$ cat config.mk
export PLATFORM = sky130hd
export DESIGN_NAME = static_memory_bus_cycles
export DESIGN_NICKNAME = d
export VERILOG_FILES = /design/src/static_mem_pkg.sv /design/src/static_memory_bus_cycles.sv /design/src/strobe_launch.sv
export SDC_FILE = /design/constraint.sdc
export NUM_CORES = 1
export LEC_CHECK = 0
export BUFFER_PORTS_ARGS = -buffer_cell sky130_fd_sc_hd__buf_2
export CAP_MARGIN = 25
export CORE_ASPECT_RATIO = 1.4
export CORE_MARGIN = 5
export CORE_UTILIZATION = 30
export CTS_CLUSTER_DIAMETER = 100
export DETAILED_ROUTE_END_ITERATION = 7
export PLACE_DENSITY = 0.52
export REMOVE_ABC_BUFFERS = 1
export SYNTH_ARGS = -nofsm -noshare
export SYNTH_HDL_FRONTEND = slang
export SYNTH_HIERARCHICAL = 1
export SYNTH_SLANG_ARGS = --single-unit
$ cat constraint.sdc
create_clock -name mclk -period 7.1 [get_ports mclk]
set_input_delay 1.065 -clock mclk [delete_from_list [all_inputs] [get_ports mclk]]
set_output_delay 1.065 -clock mclk [all_outputs]
set_load 0.03 [all_outputs]
$ cat src/static_mem_pkg.sv
package static_mem_pkg;

    // ************************************************************
    // Widths
    // ************************************************************
    localparam int ADDR_W = 28;
    localparam int DATA_W = 32;
    localparam int BE_W = 4;
    localparam int CNT_W = 5;
    localparam int WAIT_W = 4;
    localparam int BEAT_W = 2;

    // ************************************************************
    // Modes and states
    // ************************************************************
    typedef enum logic [1:0] {MODE_CS, MODE_OE, MODE_WE} strobe_mode_t;
    typedef enum logic [1:0] {PORT_8, PORT_16, PORT_32} port_width_t;
    typedef enum logic [1:0] {
        ST_IDLE, ST_DMA_SWITCH, ST_ACCESS, ST_NULL
    } bus_state_t;

    // ************************************************************
    // Timing constants
    // ************************************************************
    localparam logic [WAIT_W-1:0] WAIT_INSERT_MIN = 4'h2;
    localparam logic [CNT_W-1:0] CS_FIRST_BASE = 5'h2;
    localparam logic [CNT_W-1:0] STROBE_FIRST_BASE = 5'h1;
    localparam logic [CNT_W-1:0] DMA_SWITCH_CLOCKS = 5'hd;
    localparam logic [CNT_W-1:0] ONE_CLOCK = 5'h1;
    localparam logic [CNT_W-1:0] CNT_ZERO = 5'h0;
    localparam logic [BEAT_W-1:0] BURST_LAST_BEAT = 2'h3;
    localparam logic [BEAT_W-1:0] BEAT_ONE = 2'h1;
    localparam logic [ADDR_W-1:0] WORD_STEP = 28'h4;

    // ************************************************************
    // Pin encodings
    // ************************************************************
    localparam logic [BE_W-1:0] BE_MSB_ONLY_N = 4'h7;
    localparam logic [BE_W-1:0] BE_ALL_N = 4'h0;
    localparam logic [BE_W-1:0] BE_NONE_N = 4'hf;
    localparam int BANK0_READ_BIT = 27;
    localparam int BANK0_WRITE_BIT = 26;
    localparam int ADDR_LOW_TOP = 25;

    // Counter load for the first word: base plus any inserted waits, less one.
    function automatic logic [CNT_W-1:0] firstWordLoad(
        input strobe_mode_t m,
        input logic [WAIT_W-1:0] w
    );
        logic [CNT_W-1:0] waits;
        logic [CNT_W-1:0] base;
        waits = (w >= WAIT_INSERT_MIN) ? {1'b0, w} : CNT_ZERO;
        base = (m == MODE_CS) ? CS_FIRST_BASE : STROBE_FIRST_BASE;
        return base + waits - ONE_CLOCK;
    endfunction : firstWordLoad

    // Later burst words take the burst cycle setting plus one clock.
    function automatic logic [CNT_W-1:0] burstWordLoad(
        input logic [1:0] burst_cycle_setting
    );
        return {3'h0, burst_cycle_setting};
    endfunction : burstWordLoad

    function automatic logic [BE_W-1:0] byteEnables(
        input port_width_t pw
    );
        return (pw == PORT_8) ? BE_MSB_ONLY_N : BE_ALL_N;
    endfunction : byteEnables

endpackage : static_mem_pkg

$ cat src/static_memory_bus_cycles.sv
// Function
// RULE_01: Inputs sampled on rising clock edge.
// RULE_02: Read and write strobes launch on falling edge.
// RULE_03: Bank zero strobes optionally on top address bits.
// RULE_04: Far side holds acknowledge stable around rising edge.
// RULE_05: Wait cycles only when wait setting two or more.
// RULE_06: Byte enables follow port width.
// RULE_07: Thirteen clocks DMA switch before DMA transfer.
// RULE_08: One idle period after strobe-controlled transfers.
// RULE_09: Chip-select burst read: four then two clocks.
// RULE_10: Chip-select burst write: four then two clocks.
// RULE_11: Read-strobe burst read: three then two clocks.
// RULE_12: Write-strobe burst write: three then two clocks.
// RULE_13: Zero wait burst read: two then one.
`timescale 1ns/1ps
`default_nettype none

module static_memory_bus_cycles (
    // Clock and reset
    input wire logic mclk,
    input wire logic nrst,
    // Transfer requests
    input wire logic reqValid,
    input wire logic reqWrite,
    input wire logic reqBurst,
    input wire logic reqDma,
    input wire logic [static_mem_pkg::ADDR_W-1:0] reqAddr,
    input wire logic [static_mem_pkg::DATA_W-1:0] reqData,
    output logic reqReady,
    // Transfer results
    output logic [static_mem_pkg::DATA_W-1:0] rdData,
    output logic rdValid,
    output logic wordDone,
    output logic xferDone,
    output logic xferError,
    output logic busy,
    output logic insertedWaitCycle,
    // Configuration
    input wire static_mem_pkg::strobe_mode_t strobeMode,
    input wire logic [static_mem_pkg::WAIT_W-1:0] waitStates,
    input wire logic [1:0] burstCycleSetting,
    input wire static_mem_pkg::port_width_t portWidth,
    input wire logic bank0Strobes,
    // Memory pins
    output logic [static_mem_pkg::ADDR_W-1:0] memAddr,
    output logic csN,
    output logic [static_mem_pkg::BE_W-1:0] byteEnableN,
    output logic rwN,
    output logic [static_mem_pkg::DATA_W-1:0] dataOut,
    output logic dataOe,
    input wire logic [static_mem_pkg::DATA_W-1:0] dataIn,
    input wire logic transferAckN,
    input wire logic transferErrorN,
    output logic oeN,
    output logic weN
);
    import static_mem_pkg::*;

    // ************************************************************
    // State
    // ************************************************************
    bus_state_t state;
    bus_state_t next_state;
    logic [CNT_W-1:0] cnt;
    logic [CNT_W-1:0] next_cnt;
    logic [BEAT_W-1:0] beat;
    logic [ADDR_W-1:0] curAddr;
    strobe_mode_t curMode;
    logic [WAIT_W-1:0] curWait;
    logic [1:0] curBcyc;
    logic curWrite;
    logic curBurst;
    logic ownerDma;
    logic firstWord;
    logic readActive;
    logic writeActive;
    logic [1:0] addrTop;
    logic [ADDR_W-1:0] addrRise;

    logic accept;
    logic wordEnd;
    logic errorEnd;
    logic lastBeat;
    logic finish;

    // ************************************************************
    // Sequencing
    // ************************************************************
    // The acknowledge and error pins are used only through these rising-edge decisions.
    assign accept = reqValid && reqReady; // RULE_01
    assign errorEnd = (state == ST_ACCESS) && !transferErrorN;
    // Early termination is taken from the acknowledge sampled at the
    // rising edge; the far side owns its setup and hold.
    assign wordEnd = (state == ST_ACCESS)
        && ((cnt == CNT_ZERO) || !transferAckN); // RULE_04
    assign lastBeat = !curBurst || (beat == BURST_LAST_BEAT);
    assign finish = errorEnd || (wordEnd && lastBeat);

    always_comb begin
        next_state = state;
        next_cnt = cnt;
        case (state)
            ST_IDLE: begin
                if (accept && reqDma && !ownerDma) begin
                    next_state = ST_DMA_SWITCH;
                    next_cnt = DMA_SWITCH_CLOCKS - ONE_CLOCK; // RULE_07
                end else if (accept) begin
                    next_state = ST_ACCESS;
                    // Wait cycles count only from the minimum upward.
                    next_cnt = firstWordLoad(strobeMode, waitStates); // RULE_05
                end
            end
            ST_DMA_SWITCH: begin
                if (cnt == CNT_ZERO) begin
                    next_state = ST_ACCESS;
                    next_cnt = firstWordLoad(curMode, curWait); // RULE_05
                end else begin
                    next_cnt = cnt - ONE_CLOCK;
                end
            end
            ST_ACCESS: begin
                if (finish) begin
                    // Strobe-controlled modes need a bus rest period.
                    if (curMode != MODE_CS) begin
                        next_state = ST_NULL; // RULE_08
                    end else begin
                        next_state = ST_IDLE;
                    end
                end else if (wordEnd) begin
                    // RULE_09 RULE_10 RULE_11 RULE_12 RULE_13
                    next_cnt = burstWordLoad(curBcyc);
                end else begin
                    next_cnt = cnt - ONE_CLOCK;
                end
            end
            ST_NULL: begin
                next_state = ST_IDLE;
            end
            default: begin
                next_state = ST_IDLE;
            end
        endcase
    end

    always_ff @(posedge mclk) begin
        if (!nrst) begin
            state <= ST_IDLE;
            cnt <= CNT_ZERO;
        end else begin
            state <= next_state;
            cnt <= next_cnt;
        end
    end

    always_ff @(posedge mclk) begin
        if (!nrst) begin
            reqReady <= 1'b0;
            busy <= 1'b0;
        end else begin
            reqReady <= (next_state == ST_IDLE);
            busy <= (next_state != ST_IDLE);
        end
    end

    // ************************************************************
    // Transfer context
    // ************************************************************
    // Mode, wait, burst cycle and direction settings are frozen at acceptance so a
    // change mid-burst cannot reshape a cycle; portWidth and bank0Strobes stay live.
    always_ff @(posedge mclk) begin
        if (!nrst) begin
            curMode <= MODE_CS;
            curWait <= '0;
            curBcyc <= 2'h0;
            curWrite <= 1'b0;
            curBurst <= 1'b0;
        end else if (accept) begin
            curMode <= strobeMode;
            curWait <= waitStates;
            curBcyc <= burstCycleSetting;
            curWrite <= reqWrite;
            curBurst <= reqBurst;
        end
    end

    always_ff @(posedge mclk) begin
        if (!nrst) begin
            ownerDma <= 1'b0;
        end else if (accept) begin
            ownerDma <= reqDma; // RULE_07
        end
    end

    always_ff @(posedge mclk) begin
        if (!nrst) begin
            beat <= '0;
            firstWord <= 1'b0;
            curAddr <= '0;
        end else if (accept) begin
            beat <= '0;
            firstWord <= 1'b1;
            curAddr <= reqAddr;
        end else if (wordEnd && !finish) begin
            beat <= beat + BEAT_ONE;
            firstWord <= 1'b0;
            curAddr <= curAddr + WORD_STEP;
        end
    end

    // ************************************************************
    // Rising-edge pins
    // ************************************************************
    always_ff @(posedge mclk) begin
        if (!nrst) begin
            addrRise <= '0;
            csN <= 1'b1;
            byteEnableN <= BE_NONE_N;
            rwN <= 1'b1;
        end else begin
            addrRise <= (next_state == ST_ACCESS && wordEnd)
                ? curAddr + WORD_STEP
                : (accept ? reqAddr : curAddr); // RULE_02
            csN <= (next_state != ST_ACCESS); // RULE_02
            byteEnableN <= (next_state == ST_ACCESS)
                ? byteEnables(portWidth) : BE_NONE_N; // RULE_06
            rwN <= !((next_state == ST_ACCESS)
                && (accept ? reqWrite : curWrite));
        end
    end

    always_ff @(posedge mclk) begin
        if (!nrst) begin
            dataOut <= '0;
            dataOe <= 1'b0;
        end else begin
            // The next burst word is taken from reqData at each word end.
            if (accept || (wordEnd && !finish)) begin
                dataOut <= reqData; // RULE_02
            end
            dataOe <= (next_state == ST_ACCESS)
                && (accept ? reqWrite : curWrite);
        end
    end

    always_ff @(posedge mclk) begin
        if (!nrst) begin
            readActive <= 1'b0;
            writeActive <= 1'b0;
        end else begin
            readActive <= (next_state == ST_ACCESS)
                && !(accept ? reqWrite : curWrite);
            writeActive <= (next_state == ST_ACCESS)
                && (accept ? reqWrite : curWrite);
        end
    end

    // Without bank zero strobes every address bit is a rising-edge flop,
    // so the top bits never lag half a clock behind the rest.
    assign memAddr = bank0Strobes
        ? {addrTop, addrRise[ADDR_LOW_TOP:0]}
        : addrRise; // RULE_03

    strobe_launch launch (
        .mclk(mclk),
        .nrst(nrst),
        .readActive(readActive),
        .writeActive(writeActive),
        .bank0Strobes(bank0Strobes),
        .addrHigh(curAddr[BANK0_READ_BIT:BANK0_WRITE_BIT]),
        .oeN(oeN),
        .weN(weN),
        .addrTop(addrTop)
    );

    // ************************************************************
    // Wait cycle indicator
    // ************************************************************
    // Marks clocks of the first word beyond the mode's base length.
    always_ff @(posedge mclk) begin
        if (!nrst) begin
            insertedWaitCycle <= 1'b0;
        end else begin
            insertedWaitCycle <= (state == ST_ACCESS) && firstWord
                && (curWait >= WAIT_INSERT_MIN) && !wordEnd
                && (cnt > firstWordLoad(curMode, curWait)
                    - {1'b0, curWait}); // RULE_05
        end
    end

    // ************************************************************
    // Results
    // ************************************************************
    always_ff @(posedge mclk) begin
        if (!nrst) begin
            rdData <= '0;
            rdValid <= 1'b0;
        end else begin
            rdValid <= wordEnd && !errorEnd && !curWrite;
            if (wordEnd && !errorEnd && !curWrite) begin
                rdData <= dataIn; // RULE_01
            end
        end
    end

    always_ff @(posedge mclk) begin
        if (!nrst) begin
            wordDone <= 1'b0;
            xferDone <= 1'b0;
            xferError <= 1'b0;
        end else begin
            wordDone <= wordEnd && !errorEnd;
            xferDone <= finish;
            xferError <= errorEnd;
        end
    end

endmodule : static_memory_bus_cycles

`default_nettype wire

$ cat src/strobe_launch.sv
`timescale 1ns/1ps
`default_nettype none

module strobe_launch (
    // Clock and reset
    input wire logic mclk,
    input wire logic nrst,
    // Strobe requests from the rising-edge logic
    input wire logic readActive,
    input wire logic writeActive,
    input wire logic bank0Strobes,
    input wire logic [1:0] addrHigh,
    // Falling-edge outputs
    output logic oeN,
    output logic weN,
    output logic [1:0] addrTop
);
    import static_mem_pkg::*;

    // ************************************************************
    // Falling-edge launch
    // ************************************************************
    // Half a clock after the rising edge the address is stable, so the
    // strobes never open on a moving address.
    always_ff @(negedge mclk) begin
        if (!nrst) begin
            oeN <= 1'b1;
            weN <= 1'b1;
        end else begin
            oeN <= !readActive; // RULE_02
            weN <= !writeActive; // RULE_02
        end
    end

    always_ff @(negedge mclk) begin
        if (!nrst) begin
            addrTop <= 2'h3;
        end else if (bank0Strobes) begin
            addrTop <= {!readActive, !writeActive}; // RULE_03
        end else begin
            addrTop <= addrHigh;
        end
    end

endmodule : strobe_launch

`default_nettype wire

==> results of run 1 <==
## worst max-delay path: cells and delay by family (launching register included)
kind	cells	cell delay, ns
flip-flops	1	0.28
multiplexers	1	0.25
buffers and inverters	1	0.18
## state kept, by name, indices dropped and copies added, names as in the netlist, 2 cells and up
signal / flops
addrRise: 28
beat: 2
byteEnableN: 2
cnt: 5
curAddr: 28
curBcyc: 2
curMode: 2
curWait: 4
dataOut: 32
launch/addrTop: 2
rdData: 32
state: 2
## Yosys cell counts (13+ instances only)
library cell    n  share of area
o21ai_0        26          0.017
dfxtp_1       158           0.41
nor2_1         67          0.032
nor3_1         15         0.0097
a21oi_1       118          0.076
buf_4          28          0.027
nand2_1       228           0.11
inv_1          33          0.016
ha_1           28          0.045
xor2_1         13          0.015
clkbuf_1       40          0.019
nand3_1        29          0.019
## final timing paths
path                                      from  slack (ns)                      endpoint  cells after the start
setup / recovery  launch/addrTop[1]$_SDFF_NN1_        1.33                   memAddr[27]                      2
hold / removal        dataOut[20]$_SDFFE_PN0P_        0.45      dataOut[20]$_SDFFE_PN0P_                      2
setup reg to reg      curAddr[26]$_SDFFE_PN0P_        2.89  launch/addrTop[0]$_SDFF_NN1_                      2
hold reg to reg       dataOut[20]$_SDFFE_PN0P_        0.45      dataOut[20]$_SDFFE_PN0P_                      2
## layout make-up
type,instances,area (µm²),area share
Timing Repair Buffer,227,1160,0.123
Clock inverter,19,209,0.0222
Sequential cell,158,3160,0.336
Multi-Input combinational cell,695,3950,0.419
Tap cell,319,399,0.0423
Inverter,33,125,0.0133
Clock buffer,17,425,0.0451
## power by group
group          internal [mW]  total [mW]  switching [mW]  leakage, nW
Sequential              1.04        1.15           0.113         1.29
Combinational          0.381        1.13           0.745         2.42
Clock                  0.569       0.986           0.417        0.326
Total                   1.99        3.27            1.27         4.03
## layer usage
metal  up-vias  GRT usage  routed length (µm)
met5         -          0                   0
met4         0     0.0563                 431
met3        26     0.0355                1140
met2       207      0.272               11600
met1      3314      0.190               10300
li1       3626          -                   -
## per-stage QoR
stage / setup WS, ns / cells / hold WS (ns)
6_report: 1.33 / 1468 / 0.446
5_1_grt: 1.29 / 1468 / 0.457
4_1_cts: 1.31 / 1468 / 0.449
3_5_place_dp: 1.79 / 1433 / 0.440
3_3_place_gp: 1.78 / 1433 / 0.435
2_1_floorplan: 1.88 / 887 / 0.428
## cell families (layout without fill, tap and decap cells)
group	Yosys count	in the layout	share of synthesized area
AOI/OAI and AO/OA	226	226	0.184
xor gates and xnor gates	25	25	0.0283
adders and majority gates	31	31	0.0530
buffers and inverters	124	296	0.0836
DFF	158	158	0.408
muxes	9	9	0.0119
and+or+nand+nor	404	404	0.231
==> flow_metrics.tcl, run 1 <==
set metrics [dict create \
    status "finished, final reports clean" \
    rows 69 \
    synthArstFlopShare 0 \
    synth_edf_count 0 \
    post_cts_buffers 0 \
    netlist-cell-type-count 69 \
    clk-insertion-delay-late_ns 0.45 \
    syn-instance-count 977 \
    top_level_ports 219 \
    crit_chain "mux2_2 > buf_2" \
    antenna_found_initial 0 \
    tns_ns 0 \
    worst_slew_pin_slew_ns 1.03 \
    grt.overflow.total 0 \
    power_mw 3.27 \
    relSlewSlack 0.313 \
    fin_area_um2 9430 \
    grt_pass1_wl_um 37100 \
    wl_per_cell_um 16.0 \
    drt_iter0_markers 355 \
    final_cell_mix "nand2_1, buf_2, dfxtp_1" \
    cts_buffer_depth 2 \
    portBuffers 218 \
    cts.sinks 158 \
    fin_skew_ns 0.0250 \
    fp.dieW_um 146 \
    cts_tree "built" \
    cp_max_fo 1 \
    worstPathArrival_ns 4.71 \
    htree_num_levels 4 \
    vdd_drop_max_uv 168 \
    slowest_delay_ns 0.28 \
    n_antenna_cell 0 \
    final_nets 1278 \
    synth-seq-cells 158 \
    cp_slowest_cell "dfxtp_1" \
    die_area_um2 29200 \
    cts_root_buf "clkbuf_16" \
    worstSetupEndpointType "primary output" \
    critPathKind "register to primary output" \
    cp-start-kind "register" \
    core_um2 25500 \
    ys_seq_area_frac 0.408 \
    final_common_cell "nand2_1" \
    drive_gt1_frac 0.252 \
    drc 0 \
    vias_per_cell 4.89 \
    cellLeakagePower_nw 4.03 \
    min-delay-path-class "register to register" \
    rsz0062_at_grt "no" \
    yosys_warnings 6 \
    required_ns 6.03 \
    syn_avg_cell_area_um2 7.93 \
    cts.repair.resized 0 \
    postCtsHoldBufs 0 \
    placed_area_um2 8800 \
    start_util 0.304 \
    tritoncts.num_buffers 17 \
    finalHoldViolations 0 \
    ys.flop_type "dfxtp_1" \
    wl_um 23400 \
    drv_cap 0 \
    dr.pass1.iters 7 \
    area_delta_synth_final_pct 21.6 \
    num_vias 7173 \
    syn_area_um2 7750 \
    grt_max_degree 91 \
    hpwl_um 16400 \
    ant_nets 0 \
    die_h_um 200 \
    grt_pass1_vias 6765 \
    grt_usage 0.157 \
    fillCellCount 2688 \
    power.density_nw_per_um2 347 \
    gp_congestion 0.785 \
    setup_viol 0 \
    fin_util 0.370 \
    drv_slew 0 \
    clkTransAtPathRegs_ns 0.07 \
]
Power figures use the tool's default switching activity.
==> inputs of run 2 (changes only) <==
==> constraint.sdc (replaced) <==
create_clock -name mclk -period 5.83 [get_ports mclk]
set_input_delay 0.8745 -clock mclk [delete_from_list [all_inputs] [get_ports mclk]]
set_output_delay 0.8745 -clock mclk [all_outputs]
set_load 0.03 [all_outputs]
==> flow_metrics.tcl, run 2 (synthesis gave the netlist of run 1 again) <==
set metrics [dict create \
    clk-insertion-delay-late_ns 0.46 \
    tns_ns 0 \
    tritoncts.num_buffers 17 \
    vdd_drop_max_uv 198 \
    grt_pass1_vias 6933 \
    cts_root_buf "clkbuf_16" \
    drc 0 \
    vias_per_cell 4.85 \
    final_nets 1277 \
    antenna_found_initial 1 \
    path_depth 2 \
    postCtsHoldBufs 0 \
    fp.dieW_um 146 \
    cts.repair.resized 0 \
    cp_slowest_cell "dfxtp_1" \
    grt_max_degree 79 \
    fin_util 0.369 \
    critPathKind "register to primary output" \
    cp-start-kind "register" \
    core_um2 25500 \
    worst_slew_pin_slew_ns 1.07 \
    num_vias 7124 \
    fin_skew_ns 0.0319 \
    drt_iter0_markers 324 \
    drv_cap 0 \
    power.density_nw_per_um2 419 \
    cts_buffer_depth 2 \
    status "finished, final reports clean" \
    whs_ns 0.448 \
    wl_per_cell_um 15.9 \
    die_h_um 200 \
    drv_slew 0 \
    placed_area_um2 8790 \
    required_ns 4.96 \
    slowest_delay_ns 0.29 \
    layout_setup_ws_ns 0.878 \
    grt_pass1_wl_um 37300 \
    clkTransAtPathRegs_ns 0.07 \
    hold_depth 2 \
    htree_num_levels 4 \
    relSlewSlack 0.284 \
    fillCellCount 2725 \
    crit_chain "mux2_2 > buf_2" \
    setup_viol 0 \
    drive_gt1_frac 0.251 \
    dp_slack_ns 1.33 \
    area_delta_synth_final_pct 21.4 \
    cp_max_fo 1 \
    cts.sinks 158 \
    multi_input_area_um2 3950 \
    crit_buf_inv 1 \
    ant_nets 0 \
    final_cell_mix "nand2_1, buf_2, dfxtp_1" \
    rows 69 \
    post_cts_buffers 0 \
    cellLeakagePower_nw 4.02 \
    worstPathArrival_ns 4.08 \
    finalHoldViolations 0 \
    cp_top_family "flip-flops" \
    wl_um 23300 \
    fin_area_um2 9410 \
    seqCellArea_um2 3160 \
    cts_tree "built" \
    gp_congestion 0.828 \
    min-delay-path-class "register to register" \
    worstSetupEndpointType "primary output" \
    reg2reg_depth 2 \
    grt_usage 0.156 \
    top_level_ports 219 \
    start_util 0.304 \
    rsz0062_at_grt "no" \
    dr.pass1.iters 6 \
    top_regs "dataOut: 32 flops, rdData: 32 flops" \
    final_common_cell "nand2_1" \
    portBuffers 218 \
    grt.overflow.total 0 \
    die_area_um2 29200 \
    hpwl_um 16400 \
]
[run 2: cell count changes in the layout (fill, tap and decap cells not counted), sizes merged]
cell | before | now
bufinv | 3 | 2
diode | 0 | 1
clkbuf | 17 | 20
inv | 44 | 43
clkinv | 4 | 3
buf | 227 | 226
[run 2: per-stage QoR]
stage / instances / total power [mW]
3_5_place_dp: 1432 / 2.82
4_1_cts: 1467 / 4.00
3_3_place_gp: 1432 / 2.81
2_1_floorplan: 887 / 2.37
5_1_grt: 1467 / 4.20
6_report: 1468 / 3.94
[run 2: worst register-to-register path: cells and delay by family (launching register included)]
family | cells | cell delay (ns)
flip-flops | 1 | 0.37
AO/OA/AOI/OAI | 1 | 0.06
AND/OR/NAND/NOR | 1 | 0.14
[run 2: area by class of cell]
type	count	area share
tap	319	0.0424
sequential	158	0.336
multi-input combinational	695	0.420
clock buffer	20	0.0486
clock inverter	16	0.0173
antenna	1	0.000266
timing repair buffer	226	0.122
inverter	33	0.0133
[run 2: layer usage]
layer,track usage,up-vias,routed length [µm]
met5,0,-,0
met4,0.0563,0,510
met3,0.0373,26,1380
met2,0.274,215,11600
met1,0.184,3262,9890
li1,-,3621,-
[run 2: worst paths after layout]
kind                                      from                           end  slack, ns
setup / recovery  launch/addrTop[1]$_SDFF_NN1_                   memAddr[27]       0.88
hold / removal        dataOut[30]$_SDFFE_PN0P_      dataOut[30]$_SDFFE_PN0P_       0.45
setup reg to reg        writeActive$_SDFF_PN0_  launch/addrTop[0]$_SDFF_NN1_       2.26
hold reg to reg       dataOut[30]$_SDFFE_PN0P_      dataOut[30]$_SDFFE_PN0P_       0.45
[run 2: power by group]
group,total [mW],internal (mW),leakage (nW),switching [mW]
registers,1.41,1.27,1.29,0.136
clock network,1.16,0.670,0.318,0.494
logic,1.37,0.465,2.41,0.907
total,3.94,2.40,4.02,1.54
==> inputs of run 3 (changes only) <==
--- a/config.mk
+++ b/config.mk
@@ -12,7 +12,7 @@
 export CORE_UTILIZATION = 30
 export CTS_CLUSTER_DIAMETER = 100
 export DETAILED_ROUTE_END_ITERATION = 7
-export PLACE_DENSITY = 0.52
+export PLACE_DENSITY = 0.54
 export REMOVE_ABC_BUFFERS = 1
 export SYNTH_ARGS = -nofsm -noshare
 export SYNTH_HDL_FRONTEND = slang
==> constraint.sdc (replaced) <==
create_clock -name mclk -period 4.2 [get_ports mclk]
set_input_delay 0.63 -clock mclk [delete_from_list [all_inputs] [get_ports mclk]]
set_output_delay 0.63 -clock mclk [all_outputs]
set_load 0.03 [all_outputs]
==> flow_metrics.tcl, run 3 (synthesis gave the netlist of run 1 again) <==
set metrics [dict create \
    status "finished, final reports clean" \
    wl_per_cell_um 16.0 \
    place_inst 1439 \
    reg2reg_depth 18 \
    setup_viol 0 \
    grt_pass1_wl_um 37500 \
    min_to "byteEnableN[2]$_SDFF_PN1_" \
    drc 0 \
    vdd_drop_max_uv 317 \
    tns_ns 0 \
    rsz0062_at_grt "no" \
    drv_slew 0 \
    drt_iter0_markers 326 \
    final_cell_mix "nand2_1, buf_2, dfxtp_1" \
    min-delay-path-class "primary input to register" \
    reg2reg_to "insertedWaitCycle$_SDFF_PN0_" \
    clk-insertion-delay-late_ns 0.45 \
    htree_num_levels 4 \
    wl_um 23600 \
    vias_per_cell 4.89 \
    cp_max_fo 1 \
    num_vias 7217 \
    die_area_um2 29200 \
    die_h_um 200 \
    worstSetupEndpointType "primary output" \
    worst_slew_pin_slew_ns 0.859 \
    cellLeakagePower_nw 4.05 \
    top_level_ports 219 \
    rows 69 \
    clkTransAtPathRegs_ns 0.06 \
    top_regs "dataOut: 32 flops, rdData: 32 flops" \
    grt.overflow.total 0 \
    cts_buffer_depth 2 \
    fillCellCount 2720 \
    fin_skew_ns 0.0296 \
    cts.sinks 158 \
    fin_util 0.372 \
    portBuffers 218 \
    cts.repair.resized 0 \
    area_delta_synth_final_pct 22.1 \
    postCtsHoldBufs 0 \
    tritoncts.num_buffers 17 \
    hpwl_um 16800 \
    whs_ns 0.376 \
    antenna_found_initial 2 \
    r2r_start "curWait[2]$_SDFFE_PN0P_" \
    final_nets 1284 \
    power.density_nw_per_um2 580 \
    gp_congestion 0.824 \
    hold_depth 2 \
    min_from "portWidth[0]" \
    core_um2 25500 \
    grt_usage 0.158 \
    grt_max_degree 74 \
    drive_gt1_frac 0.254 \
    post_cts_buffers 0 \
    final_common_cell "nand2_1" \
    cp-start-kind "register" \
    ant_nets 0 \
    worstPathArrival_ns 3.28 \
    critPathKind "register to primary output" \
    power_mw 5.48 \
    finalHoldViolations 0 \
    regToRegSetupSlack_ns 0.75 \
    fin_cells 1476 \
    cts_root_buf "clkbuf_16" \
    cts_tree "built" \
    grt_pass1_vias 7051 \
    relSlewSlack 0.428 \
    drv_cap 0 \
    dr.pass1.iters 5 \
    fp.dieW_um 146 \
    start_util 0.304 \
    required_ns 3.57 \
]
==> run 3: power breakdown <==
group / internal, mW / switching, mW
clock: 0.935 / 0.661
combinational: 0.673 / 1.25
sequential: 1.76 / 0.197
total: 3.37 / 2.11
==> run 3: worst max path at each step <==
stage	end	slack (ns)	depth (start not counted)	from
after floorplan	addrRise[26]$_SDFF_PN0_	0.60	7	reqValid
after global placement	memAddr[27]	0.77	2	launch/addrTop[1]$_SDFF_NN1_
after detailed placement	memAddr[27]	0.76	2	launch/addrTop[1]$_SDFF_NN1_
after CTS	memAddr[26]	0.27	2	launch/addrTop[0]$_SDFF_NN1_
after global routing	memAddr[26]	0.25	2	launch/addrTop[0]$_SDFF_NN1_
final	memAddr[26]	0.29	2	launch/addrTop[0]$_SDFF_NN1_
==> run 3: critical path: stages, from the launching register on <==
cell and delay (ns):
dfxtp_1 0.29, mux2_2 0.25, buf_2 0.18
==> run 3: routing by layer <==
metal,GRT usage,up-vias,part of all wire
li1,-,3643,-
met1,0.185,3324,0.43
met2,0.278,225,0.50
met3,0.0409,25,0.057
met4,0.0543,0,0.019
met5,0,-,0
==> run 3: cell type report <==
class                           instances  area, µm²  area share
Clock buffer                           21        450      0.0476
Antenna cell                            2       5.00    0.000529
Timing Repair Buffer                  233       1220       0.129
Tap cell                              319        399      0.0422
Inverter                               33        125      0.0132
Sequential cell                       158       3160       0.334
Multi-Input combinational cell        695       3950       0.417
Clock inverter                         15        158      0.0167
==> run 3: through the flow <==
step,setup slack (ns),cell area [µm²]
global route,0.252,9460
global placement,0.774,8850
detailed placement,0.765,8850
CTS,0.265,9460
finish,0.293,9460
floorplan,0.603,7230
